### src/design/nlr_consts.svh
// register offsets, field positions, codes and reset values of the link regs
`ifndef NLR_CONSTS_SVH
`define NLR_CONSTS_SVH

`define NLR_ADDR_W 10
`define NLR_OFF_ACTION 10'h210
`define NLR_OFF_ATTR 10'h214
`define NLR_OFF_LIM0 10'h218
`define NLR_OFF_LIM1 10'h21C
`define NLR_OFF_LIM2 10'h220
`define NLR_OFF_LIM3 10'h224
`define NLR_OFF_STATUS 10'h228
`define NLR_OFF_CONFIG 10'h22C

`define NLR_NUM_EVENTS 6
`define NLR_SEL_W 3
`define NLR_ACTION_MASK 32'h0003_FFFF
`define NLR_ACT_MASKED 3'h0
`define NLR_ACT_MSI 3'h1
`define NLR_ACT_INTA 3'h2
`define NLR_ACT_INTD 3'h5

`define NLR_ATTR_FRO 0
`define NLR_ATTR_ROM 1
`define NLR_ATTR_FNS 2
`define NLR_ATTR_NSM 3
`define NLR_ATTR_RESET 4'h0

`define NLR_LIM_RESET 32'hFFFF_FFFF
`define NLR_LIM_FIELD_MASK 32'hFFFF_FFF0

`define NLR_CFG_MSI_EN 0
`define NLR_CFG_LEG_DIS 1
`define NLR_CFG_ERO 2
`define NLR_CFG_BAR0_IO 3
`define NLR_CFG_BAR0_64 4
`define NLR_CFG_BAR2_IO 5
`define NLR_CFG_BAR2_64 6
`define NLR_CFG_MASK 32'h0000_007F
`define NLR_CFG_RESET 32'h0000_0000

`endif

### src/design/nlr_pkg.sv
// types shared by the link event, attribute and limit register block
package nlr_pkg;

   typedef enum logic [1:0] {
      NLR_MSG_MSI,
      NLR_MSG_ASSERT,
      NLR_MSG_DEASSERT
   } nlr_msg_kind_t;

   typedef struct packed {
      logic valid;
      nlr_msg_kind_t kind;
      logic [1:0] wire_sel;
      logic [2:0] event_idx;
   } nlr_irq_msg_t;

   typedef struct packed {
      logic valid;
      logic ro_applicable;
      logic ns_applicable;
      logic ro;
      logic ns;
   } nlr_pkt_attr_t;

   typedef struct packed {
      logic valid;
      logic [1:0] bar;
      logic [63:0] addr;
   } nlr_xlat_req_t;

   typedef struct packed {
      logic valid;
      logic fail;
   } nlr_xlat_res_t;

endpackage

### src/design/nlr_regs.sv
// link event actions, packet attribute override and translated limit regs
//
// Contract
// - code 0 masks event, code 1 sends MSI
// - codes 2..5 drive INTA..INTD; 6+ reserved
// - MSI only while MSI enable set
// - virtual wire suppressed while legacy disable set
// - act on status set; deassert on clear
// - port A down 5:3, port B up 8:6
// - fields 11:9, 14:12, 17:15; 31:18 zero
// - force relaxed ordering replaces applicable attribute
// - forcing ignores relaxed ordering enable bit
// - bit 1 gives forced relaxed ordering value
// - force no-snoop replaces applicable attribute
// - bit 3 no-snoop value; attribute bits sticky
// - limit in 31:4; above limit fails
// - limits power up ones, survive resets
// - 64-bit BAR0 limit uses next register
// - paired BAR1 limit fully read-write
// - 64-bit BAR2 limit uses next register
// - port A up selector at 2:0
`include "nlr_consts.svh"
`timescale 1ns/1ps
`default_nettype none

module nlr_regs (
   input wire logic sys_clk,
   input wire logic resetn,
   input wire logic pwr_resetn,
   input wire logic [9:0] avs_address,
   input wire logic avs_read,
   input wire logic avs_write,
   input wire logic [31:0] avs_writedata,
   input wire logic [3:0] avs_byteenable,
   output logic [31:0] avs_readdata,
   output logic avs_waitrequest,
   input wire logic [5:0] event_status,
   output nlr_pkg::nlr_irq_msg_t irq_msg,
   input wire nlr_pkg::nlr_pkt_attr_t pkt_in,
   output nlr_pkg::nlr_pkt_attr_t pkt_out,
   input wire nlr_pkg::nlr_xlat_req_t xlat_in,
   output nlr_pkg::nlr_xlat_res_t xlat_out
);

   logic ack_q;
   logic wr_fire;
   logic [31:0] rd_word;
   logic [31:0] readdata_q;
   logic [31:0] action_q;
   logic [3:0] attr_q;
   logic [31:0] lim_q [4];
   logic [31:0] cfg_q;
   logic [5:0] prev_q;
   logic [5:0] pend_set_q;
   logic [5:0] pend_clr_q;
   logic [5:0] rise;
   logic [5:0] fall;
   logic [5:0] vw_sel;
   logic [5:0] served_set;
   logic [5:0] served_clr;
   nlr_pkg::nlr_irq_msg_t msg_d;
   nlr_pkg::nlr_irq_msg_t msg_q;
   nlr_pkg::nlr_pkt_attr_t pkt_q;
   nlr_pkg::nlr_xlat_res_t xlat_q;
   logic bar0_pair;
   logic bar2_pair;

   function automatic logic [2:0] act_of(input logic [31:0] v,
                                         input logic [2:0] i);
      act_of = v[`NLR_SEL_W * i +: `NLR_SEL_W];
   endfunction

   function automatic logic is_vw(input logic [2:0] a);
      is_vw = (a >= `NLR_ACT_INTA) && (a <= `NLR_ACT_INTD);
   endfunction

   function automatic logic [31:0] merge(input logic [31:0] old,
                                         input logic [31:0] wd,
                                         input logic [3:0] be);
      logic [31:0] r;
      r = old;
      for (int b = 0; b < 4; b++) begin
         if (be[b]) begin
            r[8 * b +: 8] = wd[8 * b +: 8];
         end
      end
      merge = r;
   endfunction

   // memory space plus 64-bit type turns the next limit into upper bits
   assign bar0_pair = !cfg_q[`NLR_CFG_BAR0_IO] && cfg_q[`NLR_CFG_BAR0_64];
   assign bar2_pair = !cfg_q[`NLR_CFG_BAR2_IO] && cfg_q[`NLR_CFG_BAR2_64];

   // bus slave: fixed one wait state, write lands at the accepting edge
   always_ff @(posedge sys_clk or negedge resetn) begin
      if (!resetn) begin
         ack_q <= 1'b0;
      end else begin
         ack_q <= (avs_read || avs_write) && !ack_q;
      end
   end

   assign avs_waitrequest = (avs_read || avs_write) && !ack_q;
   assign wr_fire = avs_write && ack_q;

   always_comb begin
      case (avs_address)
         `NLR_OFF_ACTION: rd_word = action_q & `NLR_ACTION_MASK;
         `NLR_OFF_ATTR: rd_word = {28'h000_0000, attr_q};
         `NLR_OFF_LIM0: rd_word = lim_q[0] & `NLR_LIM_FIELD_MASK;
         `NLR_OFF_LIM1:
            rd_word = bar0_pair ? lim_q[1] : lim_q[1] & `NLR_LIM_FIELD_MASK;
         `NLR_OFF_LIM2: rd_word = lim_q[2] & `NLR_LIM_FIELD_MASK;
         `NLR_OFF_LIM3:
            rd_word = bar2_pair ? lim_q[3] : lim_q[3] & `NLR_LIM_FIELD_MASK;
         `NLR_OFF_STATUS:
            rd_word = {14'h0000, event_status, pend_clr_q, pend_set_q};
         `NLR_OFF_CONFIG: rd_word = cfg_q & `NLR_CFG_MASK;
         default: rd_word = 32'h0000_0000;
      endcase
   end

   always_ff @(posedge sys_clk or negedge resetn) begin
      if (!resetn) begin
         readdata_q <= 32'h0000_0000;
      end else if (avs_read && !ack_q) begin
         readdata_q <= rd_word;
      end
   end

   assign avs_readdata = readdata_q;

   // selectors for all six link events, port A up in the low field
   always_ff @(posedge sys_clk or negedge resetn) begin
      if (!resetn) begin
         action_q <= 32'h0000_0000;
      end else if (wr_fire && avs_address == `NLR_OFF_ACTION) begin
         action_q <= merge(action_q, avs_writedata, avs_byteenable)
                     & `NLR_ACTION_MASK;
      end
   end

   always_ff @(posedge sys_clk or negedge resetn) begin
      if (!resetn) begin
         cfg_q <= `NLR_CFG_RESET;
      end else if (wr_fire && avs_address == `NLR_OFF_CONFIG) begin
         cfg_q <= merge(cfg_q, avs_writedata, avs_byteenable) & `NLR_CFG_MASK;
      end
   end

   // sticky: only power-on reset clears these, hot resets do not
   always_ff @(posedge sys_clk or negedge pwr_resetn) begin
      if (!pwr_resetn) begin
         attr_q <= `NLR_ATTR_RESET;
      end else if (wr_fire && avs_address == `NLR_OFF_ATTR) begin
         attr_q <= 4'(merge({28'h000_0000, attr_q}, avs_writedata,
                            avs_byteenable));
      end
   end

   // limits ride through every reset except power-on
   always_ff @(posedge sys_clk or negedge pwr_resetn) begin
      if (!pwr_resetn) begin
         // low nibble of the BAR0 and BAR2 limits is reserved, so it powers up clear
         lim_q[0] <= `NLR_LIM_RESET & `NLR_LIM_FIELD_MASK;
         lim_q[1] <= `NLR_LIM_RESET;
         lim_q[2] <= `NLR_LIM_RESET & `NLR_LIM_FIELD_MASK;
         lim_q[3] <= `NLR_LIM_RESET;
      end else if (wr_fire) begin
         case (avs_address)
            `NLR_OFF_LIM0:
               lim_q[0] <= merge(lim_q[0], avs_writedata, avs_byteenable)
                           & `NLR_LIM_FIELD_MASK;
            `NLR_OFF_LIM1:
               lim_q[1] <= merge(lim_q[1], avs_writedata, avs_byteenable)
                           & (bar0_pair ? `NLR_LIM_RESET
                                        : `NLR_LIM_FIELD_MASK);
            `NLR_OFF_LIM2:
               lim_q[2] <= merge(lim_q[2], avs_writedata, avs_byteenable)
                           & `NLR_LIM_FIELD_MASK;
            `NLR_OFF_LIM3:
               lim_q[3] <= merge(lim_q[3], avs_writedata, avs_byteenable)
                           & (bar2_pair ? `NLR_LIM_RESET
                                        : `NLR_LIM_FIELD_MASK);
            default: ;
         endcase
      end
   end

   // event edges; deassert is queued only for virtual-wire selectors
   always_comb begin
      rise = event_status & ~prev_q;
      fall = ~event_status & prev_q;
      for (int i = 0; i < `NLR_NUM_EVENTS; i++) begin
         vw_sel[i] = is_vw(act_of(action_q, 3'(i)));
      end
   end

   // one message per cycle, lowest event first, set before clear
   always_comb begin
      logic found;
      logic [2:0] a;
      found = 1'b0;
      a = `NLR_ACT_MASKED;
      served_set = 6'h00;
      served_clr = 6'h00;
      msg_d = '0;
      for (int i = 0; i < `NLR_NUM_EVENTS; i++) begin
         if (!found && (pend_set_q[i] || pend_clr_q[i])) begin
            found = 1'b1;
            a = act_of(action_q, 3'(i));
            msg_d.event_idx = 3'(i);
            msg_d.wire_sel = 2'(a - `NLR_ACT_INTA);
            if (pend_set_q[i]) begin
               served_set[i] = 1'b1;
               if (a == `NLR_ACT_MSI && cfg_q[`NLR_CFG_MSI_EN]) begin
                  msg_d.valid = 1'b1;
                  msg_d.kind = nlr_pkg::NLR_MSG_MSI;
               end else if (is_vw(a) && !cfg_q[`NLR_CFG_LEG_DIS]) begin
                  msg_d.valid = 1'b1;
                  msg_d.kind = nlr_pkg::NLR_MSG_ASSERT;
               end
            end else begin
               served_clr[i] = 1'b1;
               if (is_vw(a) && !cfg_q[`NLR_CFG_LEG_DIS]) begin
                  msg_d.valid = 1'b1;
                  msg_d.kind = nlr_pkg::NLR_MSG_DEASSERT;
               end
            end
         end
      end
   end

   // a new edge in the serving cycle is kept: set wins over clear
   always_ff @(posedge sys_clk or negedge resetn) begin
      if (!resetn) begin
         prev_q <= 6'h00;
         pend_set_q <= 6'h00;
         pend_clr_q <= 6'h00;
      end else begin
         prev_q <= event_status;
         pend_set_q <= (pend_set_q & ~served_set) | rise;
         pend_clr_q <= (pend_clr_q & ~served_clr) | (fall & vw_sel);
      end
   end

   always_ff @(posedge sys_clk or negedge resetn) begin
      if (!resetn) begin
         msg_q <= '0;
      end else begin
         msg_q <= msg_d;
      end
   end

   assign irq_msg = msg_q;

   // attribute rewrite on packets heading to the opposite side
   always_ff @(posedge sys_clk or negedge resetn) begin
      if (!resetn) begin
         pkt_q <= '0;
      end else begin
         pkt_q.valid <= pkt_in.valid;
         pkt_q.ro_applicable <= pkt_in.ro_applicable;
         pkt_q.ns_applicable <= pkt_in.ns_applicable;
         if (!pkt_in.ro_applicable) begin
            pkt_q.ro <= pkt_in.ro;
         end else if (attr_q[`NLR_ATTR_FRO]) begin
            pkt_q.ro <= attr_q[`NLR_ATTR_ROM];
         end else begin
            pkt_q.ro <= pkt_in.ro && cfg_q[`NLR_CFG_ERO];
         end
         if (pkt_in.ns_applicable && attr_q[`NLR_ATTR_FNS]) begin
            pkt_q.ns <= attr_q[`NLR_ATTR_NSM];
         end else begin
            pkt_q.ns <= pkt_in.ns;
         end
      end
   end

   assign pkt_out = pkt_q;

   // limit check; the upper half of a pair is not a window of its own
   always_ff @(posedge sys_clk or negedge resetn) begin
      if (!resetn) begin
         xlat_q <= '0;
      end else begin
         xlat_q.valid <= xlat_in.valid;
         case (xlat_in.bar)
            2'h0: xlat_q.fail <= xlat_in.addr >
               {bar0_pair ? lim_q[1] : 32'h0000_0000, lim_q[0]};
            2'h1: xlat_q.fail <= bar0_pair ||
               xlat_in.addr > {32'h0000_0000, lim_q[1]};
            2'h2: xlat_q.fail <= xlat_in.addr >
               {bar2_pair ? lim_q[3] : 32'h0000_0000, lim_q[2]};
            default: xlat_q.fail <= bar2_pair ||
               xlat_in.addr > {32'h0000_0000, lim_q[3]};
         endcase
      end
   end

   assign xlat_out = xlat_q;
endmodule

`default_nettype wire

### config.mk
export PLATFORM = sky130hd
export DESIGN_NAME = nlr_regs
export DESIGN_NICKNAME = d
export VERILOG_FILES = /design/src/design/nlr_pkg.sv /design/src/design/nlr_regs.sv
export VERILOG_INCLUDE_DIRS = /design/src /design/src/design
export SDC_FILE = /design/constraint.sdc
export NUM_CORES = 1
export LEC_CHECK = 0
export BUFFER_PORTS_ARGS = -buffer_cell sky130_fd_sc_hd__buf_2
export CAP_MARGIN = 10
export CORE_MARGIN = 2
export CORE_UTILIZATION = 25
export CTS_CLUSTER_DIAMETER = 40
export CTS_CLUSTER_SIZE = 40
export DETAILED_ROUTE_END_ITERATION = 16
export GPL_TIMING_DRIVEN = 0
export PLACE_DENSITY = 0.52
export SYNTH_ARGS = -nofsm -noshare
export SYNTH_HDL_FRONTEND = slang
export SYNTH_SLANG_ARGS = --single-unit
### constraint.sdc
create_clock -name sys_clk -period 7.18 [get_ports sys_clk]
set_clock_uncertainty 0.05 [all_clocks]
set_input_delay 0 -clock sys_clk [delete_from_list [all_inputs] [get_ports sys_clk]]
set_output_delay 0 -clock sys_clk [all_outputs]
set_load 0.01 [all_outputs]
# --- Yosys cells after proc, flatten, opt, wreduce, memory -nomap -nowiden ---
# Index checks and enable logic that the tools add are counted.
totals:
  out_inout_bits: 48
  reg_bits: 215
  wordCells: 243
  inputBits: 129
op_classes:
  mux: 94
  eq_ne: 16
  addsub: 6
  bitwise_logic: 13
  magnitude_cmp: 16
  n_reduce_logical: 67
op_table:
  columns: ["op", "n"]
  rows:
  - ["$pmux 32 s8", 1]
  - ["$mux 8", 30]
  - ["$gt 64x32->1", 2]
  - ["$gt 64x64->1", 2]
  - ["$eq 10x10->1 const B", 8]
  - ["$mux 3", 24]
  - ["$and 32x32->32", 2]
  - ["$mux 32", 2]
  - ["$logic_and 1x1->1", 33]
  - ["$mux 1", 32]
  - ["$and 6x6->6", 5]
  - ["$not 6->6", 4]
  - ["$reduce_and 3->1", 8]
  - ["$eq 3x1->1 const B", 6]
  - ["$ge 3x2->1 const B", 6]
  - ["$le 3x3->1 const B", 6]
  - ["$mux 4", 4]
  - ["$reduce_and 2->1", 7]
  - ["$or 6x6->6", 2]
  - ["$sub 2x2->2 const B", 6]
  - ["$logic_not 1->1", 9]
  - ["$logic_or 1x1->1", 9]
  - ["$pmux 1 s3", 1]
  - ["$eq 2x1->1 const B", 1]
  - ["other kinds (2)", 2]

# --- Longest topological paths before layout ---
# Gate-level depths: netlist of run 1.
depth:
  depth_word: 27
  ltp_mapped: 12
  mapped_depth_nobuf: 10

# --- Least setup slack after synthesis of run 1 ---
# Ideal clock, no wire load.
synth_path:
  path_type: "reg2reg"
  from: "register cfg_q[5]"
  to: "register xlat_q (netlist bit xlat_out[0])"
  n_path_buf: 2
  t_required_ns: 6.995
  arrival_time_ns: 2.809
  setup_ns: 0.135
  setup_slack_ns: 4.186
  path_stages_with_launch: 13
  period_less_slack_ns: 2.994
  cell_sequence: "dfrtp_1 -> nor2b_1 -> clkbuf_1 -> clkbuf_1 -> nand2_1 -> ha_1 -> a21oi_2 -> o21ai_1 -> a221o_1 -> a2111o_1 -> a2111oi_2 -> o211a_1 -> a2111oi_2"
synth_between:
  elab_chain_len: 5
  word_cells_on_any_way: 6
  cone_classes: "1 x order compare; 2 x mux; 3 x reduce/logical"
synth_lines:
  columns: ["element", "line", "text"]
  rows:
  - ["start: declaration", "nlr_regs.sv:52", "logic [31:0] cfg_q;"]
  - ["start signal: assignment", "nlr_regs.sv:145", "cfg_q <= `NLR_CFG_RESET;"]
  - ["start signal: assignment", "nlr_regs.sv:147", "cfg_q <= merge(cfg_q, avs_writedata, avs_byteenable) & `NLR_CFG_MASK;"]
  - ["$logic_not 1->1 *", "nlr_regs.sv:92", "assign bar2_pair = !cfg_q[`NLR_CFG_BAR2_IO] && cfg_q[`NLR_CFG_BAR2_64];"]
  - ["$logic_and 1x1->1 *", "nlr_regs.sv:92", null]
  - ["$mux 32", "nlr_regs.sv:294", "{bar2_pair ? lim_q[3] : 32'h0000_0000, lim_q[2]};"]
  - ["$gt 64x64->1", "nlr_regs.sv:293", "2'h2: xlat_q.fail <= xlat_in.addr >"]
  - ["$pmux 1 s3 *", "nlr_regs.sv:288", "case (xlat_in.bar)"]
  - ["end: declaration", "nlr_regs.sv:64", "nlr_pkg::nlr_xlat_res_t xlat_q;"]
# Every way passes the cells marked *; elsewhere a longest branch is shown, timed or not.
# A chain may end at the register's enable or synchronous reset.

# --- Final worst setup path of run 1 ---
layout_path:
  from: "register cfg_q[4]"
  to: "register xlat_q (netlist bit xlat_out[0])"
layout_between:
  elab_chain_len: 4
  word_cells_on_any_way: 5
  cone_classes: "1 x order compare; 2 x mux; 2 x reduce/logical"
layout_lines:
  columns: ["element", "line", "text"]
  rows:
  - ["$logic_and 1x1->1 *", "nlr_regs.sv:91", "assign bar0_pair = !cfg_q[`NLR_CFG_BAR0_IO] && cfg_q[`NLR_CFG_BAR0_64];"]
  - ["$mux 32", "nlr_regs.sv:290", "{bar0_pair ? lim_q[1] : 32'h0000_0000, lim_q[0]};"]
  - ["$gt 64x64->1", "nlr_regs.sv:289", "2'h0: xlat_q.fail <= xlat_in.addr >"]
  - ["$pmux 1 s3 *", "nlr_regs.sv:288", null]
# Marks and branches as above.

==> impl_metrics.ini, run 1 <==
[status]
status = complete, no violations

[synthesis]
synth.area.top_cells = dfstp_2, dfrtp_1, ha_1, mux2_2, nand2_1
syn_avg_cell_area_um2 = 10.07
yosysSeqAreaShare_pct = 39.05
synthCells = 1406
yosys_warnings = 0
synthMostInstantiatedCell = ha_1
yosysUniqueCellTypes = 67
syn-cell-area_um2 = 14160
synth_top_area_share_pct = 22.26
synth_edf_count = 0
synth_common_cells = ha_1, nand2_1, mux2_2
synth_ff_type = dfstp_2
ys_seq_elements = 215
synthesis.nets = 1719
synthArstFlopShare_pct = 100.0
synth_top_area_cell = dfstp_2

[timing]
rsz0062_at_grt = false
period_share_pct = 63.58
maxSlewHeadroom_pct = 41.84
maxSlewViolCount = 0
max_freq_mhz = 219.0
fin_setup_tns_ns = 0
min_period_ns = 4.565
setup_viol = 0
max_slew.worst_pin.slew_ns = 0.8725
finalHoldViolCount = 0

[layout]
syn_to_final_growth_pct = 28.31
final_core_utilization_pct = 32.35
drive_gt1_share_pct = 32.10
fin_nets = 2005
post-route-cell-area_um2 = 18170
num-fill-cells = 5928

[worst_hold_path]
hold_depth = 2
hold_class = in -> reg

[pwr]
seq_power_share_pct = 34.7
total_power_mw = 3.629
power_density_nw_per_um2 = 199.7
cell_internal_pwr_mw = 2.698
total_leakage_power_nw = 7.654
p_switching_mw = 0.9316
irDropWorstVdd_v = 0.0001582
combPwrFrac_pct = 9.5
clock_power_share_pct = 55.8
swShare_pct = 25.67

[critical_path]
cp_data_required_time_ns = 7.61
cp.arrival_ns = 5.00
path_class = reg -> reg
path_cells = nor2b_1 -> clkbuf_1 -> clkbuf_1 -> nand2_1 -> ha_1 -> nand4_1 -> nor4_1 -> nand3_1 -> o211ai_1 -> a21oi_1 -> a21bo_2 -> a2111oi_2 -> dlygate4sd3_1
endpoint = xlat_out[0]
cp_top_family = buffers and inverters
r2r_end = xlat_out[0]
worst_path_most_repeated_cell = clkbuf_1
crit_cells = 13
crit_start = cfg_q[4]
cp-end-kind = flip-flop
slowest_stage = nor4_1
reg2reg_depth = 13
critPathMaxStageDelay_ns = 0.73
start_kind = flip-flop
worst-path-buf-inv = 3
critPathMaxFanout = 10
reg2reg_slack_ns = 2.61
rr_startpoint = cfg_q[4]

[clock_network]
clock_latency_ns = 0.56
clkTransAtPathRegs_ns = 0.05
clock_sinks = 215
cts_tree = yes
cts-resized-gates = 0
numCtsBuffers = 45
hold_buffers = 61
cts-root-buf = clkbuf_16
h-tree-depth = 2
post_cts_buffers = 0
cts_buffer_depth = 3

[placement]
port_buffers = 176
dpl-instance-area_um2 = 16050
dp_hpwl_um = 42380
routabilityCongestion = 0.8926

[floorplan]
die_x_um = 242.0
io_pins = 177
core_area_um2 = 56170
rows = 87
dieArea_um2 = 58570
die_h_um = 242.0
start_util_pct = 25.21

[detailed_routing]
route.vias.total = 12397
drtPass1Iterations = 5
drt_iter0_markers = 739
routedWlPerCell_um = 21.37
antenna_left = 0
vias_per_cell = 4.977
drcViolationCount = 0
routed_wl_um = 53230

[global_routing]
grt_pass1_wl_um = 79900
antenna_found_initial = 14
grt_pass1_vias = 12671
grt_overflow = 0
grt_max_degree = 90
grt_usage_pct = 18.02

[flow_run]
maxCapViolCount = 0
[routing by layer]
layer	wire length, um	GRT usage [%]
met5	74	0
met4	1075	4.248
met1	23540	23.85
met2	24570	29.63
met3	3965	4.276
[worst min path at each step]
stage | startpoint | end | slack [ns]
after floorplan | resetn | ack_q | -0.35
after global placement | xlat_in[66] | xlat_out[1] | 0.06
after detailed placement | resetn | avs_readdata[2] | 0.02
after CTS | xlat_in[66] | xlat_out[1] | 0.008
after global routing | xlat_in[66] | xlat_out[1] | 0.03
final | xlat_in[66] | xlat_out[1] | 0.04
[worst reg2reg max path, cell delays in order, from the launching register on]
cell and delay (ns):
dfrtp_1 0.40, nor2b_1 0.15, clkbuf_1 0.51, clkbuf_1 0.42
nand2_1 0.12, ha_1 0.30, nand4_1 0.18, nor4_1 0.74
nand3_1 0.20, o211ai_1 0.24, a21oi_1 0.07, a21bo_2 0.24
a2111oi_2 0.27, dlygate4sd3_1 0.59
[layout by cell type (no fill, tap or decap), drive strengths merged, types with 60 or more instances in the layout]
master       count
a21oi           75
buf            194
clkbuf          86
dfrtp           95
dfstp          120
dlygate4sd3     60
ha             184
inv            139
mux2           144
nand2          171
o21ai           69
[through the flow]
stage	instances	worst slack [ns]	hold WS [ns]
after CTS	2485	2.699	0.008065
final	2491	2.615	0.04330
after floorplan	1406	4.186	-0.3456
after detailed placement	2340	3.234	0.02225
after global placement	2338	3.262	0.06214
after global routing	2487	2.321	0.02779
[power by group through the flow]
| stage | Combinational (mW) | Sequential (mW) | Clock [mW] |
|---|---|---|---|
| floorplan | 0.144 | 1.27 | 0 |
| global placement | 0.303 | 1.28 | 0 |
| detailed placement | 0.318 | 1.28 | 0 |
| CTS | 0.347 | 1.26 | 2.07 |
| global route | 0.388 | 1.26 | 2.13 |
| finish | 0.345 | 1.26 | 2.03 |
[kinds of logic (layout without fill, tap and decap cells)]
family                   count (synthesis)  after routing  synth area share [%]
XOR/XNOR                                 6              6                0.3711
buffers and inverters                  175            498                 4.780
multiplexers                           144            144                 11.45
adder cells (fa/ha/maj)                184            184                 16.26
other                                    0              6                     0
AO/OA/AOI/OAI                          318            318                 15.55
AND/OR/NAND/NOR                        364            364                 12.55
flip-flops                             215            215                 39.05
[flip-flops by register name, summed over array words and instances (netlist names)]
signal / flops
ack_q: 1
action_q: 18
attr_q: 4
avs_readdata: 32
cfg_q: 7
irq_msg: 8
lim_q: 120
pend_clr_q: 6
pend_set_q: 6
pkt_out: 5
prev_q: 6
xlat_out: 2
[area by class of cell]
type / count / area [um^2] / area share [%]
repair buffers: 239 / 1565 / 8.614
flip-flops and latches: 215 / 5530 / 30.43
clock inverters: 22 / 242.7 / 1.336
clock buffers: 62 / 1240 / 6.824
diodes: 6 / 15.01 / 0.08263
well taps: 756 / 945.9 / 5.206
plain buffers: 39 / 166.4 / 0.9158
inverters: 136 / 510.5 / 2.809
multi-input cells: 1016 / 7955 / 43.78
Note: power is estimated with default switching activity, not from simulation.
==> run 2, diff against run 1 <==
Settings changed: PLACE_DENSITY 0.52 to 0.53.
Clock period 7.18 ns to 3.85 ns, I/O delays scaled along.
==> impl_metrics.ini, run 2 (synthesis gave the netlist of run 1 again) <==
[status]
status = finished, violations left
violations = hold timing

[global_routing]
grt_usage_pct = 17.96
antenna_found_initial = 11
grt_pass1_vias = 12574
grt_pass1_wl_um = 79540
grt_max_degree = 67
grt_overflow = 0

[critical_path]
critPathMaxStageDelay_ns = 0.45
cp.arrival_ns = 3.97
cp-end-kind = flip-flop
critPathMaxFanout = 10
reg2reg_depth = 12
slowest_stage = a2111o_1
path_cells = nor2b_1 -> clkbuf_1 -> clkbuf_1 -> nand2_1 -> ha_1 -> a21oi_2 -> o21ai_1 -> a221o_1 -> a2111o_1 -> a2111oi_2 -> o211a_1 -> a2111oi_2
cp_data_required_time_ns = 4.20
start_kind = flip-flop
path_class = reg -> reg

[timing]
finalHoldViolCount = 15
min_period_ns = 3.621
max_slew.worst_pin.slew_ns = 0.9029
max_freq_mhz = 276.1
rsz0062_at_grt = false
maxSlewHeadroom_pct = 39.81
period_share_pct = 94.06
setup_viol = 0
maxSlewViolCount = 0
hold_ws_ns = -0.004887

[pwr]
irDropWorstVdd_v = 0.0002558
total_leakage_power_nw = 7.641
power_density_nw_per_um2 = 372.2

[layout]
drive_gt1_share_pct = 32.66
largest_reg_flops = 120
final_core_utilization_pct = 32.28
syn_to_final_growth_pct = 28.01
largest_register = lim_q
layout_common_cells = buf_2, ha_1, nand2_1
layout_commonest_cell = buf_2
multi_input_area_um2 = 7968
fin_nets = 2000
num-fill-cells = 5832
seq_area_um2 = 5530
final_cells = 2480

[clock_network]
cts_tree = yes
h-tree-depth = 2
cts_buffer_depth = 3
clkTransAtPathRegs_ns = 0.05
clock_latency_ns = 0.55
clock_sinks = 215
cts-root-buf = clkbuf_16
numCtsBuffers = 42

[floorplan]
rows = 87
dieArea_um2 = 58570
die_x_um = 242.0
start_util_pct = 25.21
die_h_um = 242.0
io_pins = 177
core_area_um2 = 56170

[detailed_routing]
routedWlPerCell_um = 21.45
drcViolationCount = 0
routed_wl_um = 53210
drtPass1Iterations = 7
antenna_left = 0
vias_per_cell = 4.983
route.vias.total = 12357
drt_iter0_markers = 911

[placement]
port_buffers = 176
routabilityCongestion = 0.8988
place_inst = 2340
dp_hpwl_um = 42290

[worst_hold_path]
hold_class = in -> async

[flow_run]
maxCapViolCount = 0
## run 2: cell count changes in the layout (fill, tap and decap cells not counted), moves of 2 or more
cell	previous run	this run
clkbuf_2	0	3
clkinv_8	2	0
nor4_1	16	14
clkbuf_8	5	2
inv_8	0	2
diode_2	6	3
clkbuf_1	36	24
nor4_2	0	2
clkinvlp_4	5	8
## run 2: what timing repair did
action                     in CTS  in global routing
setup endpoints to repair       1                  1
gates cloned                    0                  0
resized for setup               2                  6
buffers inserted                0                  0
hold endpoints to repair      339                  0
hold buffers                   59                  0
## run 2: final cells by class
class | count | share of cell area (%)
Multi-Input combinational cell | 1016 | 43.95
Sequential cell | 215 | 30.50
Timing Repair Buffer | 237 | 8.468
Clock buffer | 51 | 6.563
Tap cell | 756 | 5.217
Inverter | 136 | 2.816
Clock inverter | 27 | 1.504
Buffer | 39 | 0.9386
Antenna cell | 3 | 0.04141
## run 2: through the flow
stage	instance area (um^2)	TNS [ns]	total power, mW	setup WS, ns	hold WS, ns
2_1_floorplan	14160	0	2.641	0.8559	-0.3456
3_3_place_gp	15990	-0.03652	2.944	-0.03652	0.06158
3_5_place_dp	16050	-0.06773	2.971	-0.06773	0.02519
4_1_cts	18120	0	6.826	0.07991	0.005825
5_1_grt	18120	0	7.016	0.008687	0.04965
6_report	18130	0	6.749	0.2287	-0.004887
## run 2: final timing paths
kind,slack [ns],start,to
worst min-delay path,-0.005,resetn,action_q[1]
min in group sys_clk,0.06,pkt_in[4],pkt_out[4]
worst max register to register,0.23,cfg_q[6],xlat_out[0]
worst max-delay path,0.23,cfg_q[6],xlat_out[0]
worst min register to register,0.36,prev_q[0],pend_set_q[0]
max in group asynchronous,3.01,pwr_resetn,lim_q[0]
## run 2: per-layer routing
metal / GRT usage [%] / share of wire, % / vias up
met5: 0 / 0.16 / -
met1: 23.72 / 44 / 6067
met3: 4.343 / 7.1 / 84
met4: 4.375 / 1.8 / 16
li1: - / - / 5777
met2: 29.45 / 47 / 413
## run 2: power by group
| group | total (mW) | internal [mW] | leakage [nW] | switching [mW] |
|---|---|---|---|---|
| logic | 0.638 | 0.254 | 4.44 | 0.384 |
| clock network | 3.76 | 2.43 | 0.699 | 1.33 |
| registers | 2.35 | 2.31 | 2.51 | 0.0379 |
## run 2: critical path: cells and delay by family (launching register included)
family	cells	cell delay [ns]
compound gates	7	1.67
buf+inv	2	0.79
flops	1	0.38
fa+ha+maj	1	0.33
simple gates	2	0.27
==> run 3, diff against run 2 <==
Settings changed: CTS_BUF_LIST from default to sky130_fd_sc_hd__clkbuf_8, SETUP_SLACK_MARGIN from default to 0.15.
==> impl_metrics.ini, run 3 (synthesis gave the netlist of run 1 again) <==
[critical_path]
rr_startpoint = cfg_q[4]
reg2reg_slack_ns = 0.44
r2r_end = xlat_out[0]
cp.arrival_ns = 3.85
reg2reg_depth = 12
critPathMaxStageDelay_ns = 0.44
path_class = reg -> reg
critPathMaxFanout = 10
cp_data_required_time_ns = 4.28
worst-path-buf-inv = 2
crit_start = cfg_q[4]
start_kind = flip-flop
slowest_stage = nor4_2
cp-end-kind = flip-flop
path_cells = nor2b_1 -> clkbuf_2 -> buf_1 -> nand2_1 -> ha_1 -> nand4_1 -> nor4_2 -> nand3_1 -> o211ai_1 -> a21oi_1 -> a21bo_2 -> a2111oi_2
cp_top_family = simple AND/OR/NAND/NOR gates
crit_cells = 12

[pwr]
irDropWorstVdd_v = 0.0001765
p_switching_mw = 1.618
cell_internal_pwr_mw = 4.016
combPwrFrac_pct = 11.5
total_leakage_power_nw = 7.479
swShare_pct = 28.72
power_density_nw_per_um2 = 317.7
seq_power_share_pct = 41.6
clock_power_share_pct = 46.9

[layout]
fin_nets = 2006
largest_register = lim_q
largest_reg_flops = 120
layout_common_cells = buf_2, ha_1, nand2_1
num-fill-cells = 5882
layout_commonest_cell = buf_2
final_core_utilization_pct = 31.56
post-route-cell-area_um2 = 17730
drive_gt1_share_pct = 32.83
seq_area_um2 = 5530
multi_input_area_um2 = 7983
syn_to_final_growth_pct = 25.19

[timing]
rsz0062_at_grt = false
maxSlewHeadroom_pct = 38.65
min_period_ns = 3.413
period_share_pct = 88.66
max_freq_mhz = 293.0
finalHoldViolCount = 0
setup_viol = 0
max_slew.worst_pin.slew_ns = 0.9203
maxSlewViolCount = 0
fin_setup_tns_ns = 0

[global_routing]
grt_max_degree = 67
grt_usage_pct = 18.04
grt_overflow = 0
grt_pass1_vias = 12616
antenna_found_initial = 12
grt_pass1_wl_um = 79630

[clock_network]
clkTransAtPathRegs_ns = 0.07
numCtsBuffers = 42
cts-root-buf = clkbuf_8
clock_sinks = 215
cts_buffer_depth = 3
cts_tree = yes
clock_latency_ns = 0.60
post_cts_buffers = 0
h-tree-depth = 2

[placement]
dp_hpwl_um = 42290
routabilityCongestion = 0.8988
dpl-instance-area_um2 = 16050
port_buffers = 176

[detailed_routing]
drtPass1Iterations = 5
drcViolationCount = 0
drt_iter0_markers = 948
vias_per_cell = 4.992
antenna_left = 0
routed_wl_um = 53360
routedWlPerCell_um = 21.45
route.vias.total = 12421

[worst_hold_path]
hold_depth = 2
hold_path_end = prev_q[1]
hold_class = in -> reg
hp-start = event_status[1]

[floorplan]
core_area_um2 = 56170
io_pins = 177
die_h_um = 242.0
rows = 87
start_util_pct = 25.21
die_x_um = 242.0
dieArea_um2 = 58570

[flow_run]
maxCapViolCount = 0

[status]
status = complete, no violations
## run 3: metrics by stage
| step | power (mW) | setup WS, ns | cells | hold WS (ns) |
|---|---|---|---|---|
| 2_1_floorplan | 2.641 | 0.8559 | 1406 | -0.3456 |
| 3_3_place_gp | 2.944 | -0.03652 | 2338 | 0.06158 |
| 3_5_place_dp | 2.971 | -0.06773 | 2340 | 0.02519 |
| 4_1_cts | 5.697 | 0.2171 | 2483 | 0.04819 |
| 5_1_grt | 5.890 | 0.2307 | 2484 | 0.08405 |
| 6_report | 5.633 | 0.4366 | 2488 | 0.08996 |
## run 3: power groups by stage
stage	clock (mW)	combinational, mW	sequential (mW)
2_1_floorplan	0	0.269	2.37
3_3_place_gp	0	0.566	2.38
3_5_place_dp	0	0.592	2.38
4_1_cts	2.70	0.649	2.34
5_1_grt	2.82	0.727	2.35
6_report	2.64	0.646	2.34
## run 3: per-layer routing
layer / track usage [%] / wire, um
met1: 24.06 / 23350
met2: 29.37 / 24770
met3: 3.700 / 3945
met4: 5.374 / 1212
met5: 0 / 77
## run 3: worst max path at each step
| stage | to | slack [ns] |
|---|---|---|
| after CTS | xlat_out[0] | 0.22 |
| final | xlat_out[0] | 0.44 |
| after detailed placement | xlat_out[0] | -0.07 |
| after floorplan | xlat_out[0] | 0.86 |
| after global placement | xlat_out[0] | -0.04 |
| after global routing | xlat_out[0] | 0.23 |
## run 3: final cells by class
cell class                 instances  area share (%)
multi-input combinational       1016           45.02
sequential                       215           31.19
timing repair buffer             243           9.097
tap                              756           5.335
clock buffer                      47           3.649
inverter                         136           2.879
clock inverter                    31           1.771
buffer                            39          0.9809
antenna                            5         0.07057
## run 3: repair_timing
action,in CTS,in global routing
gates resized for setup,4,10
endpoints found under the hold margin,341,0
setup endpoints to repair,1,1
hold buffers,65,0
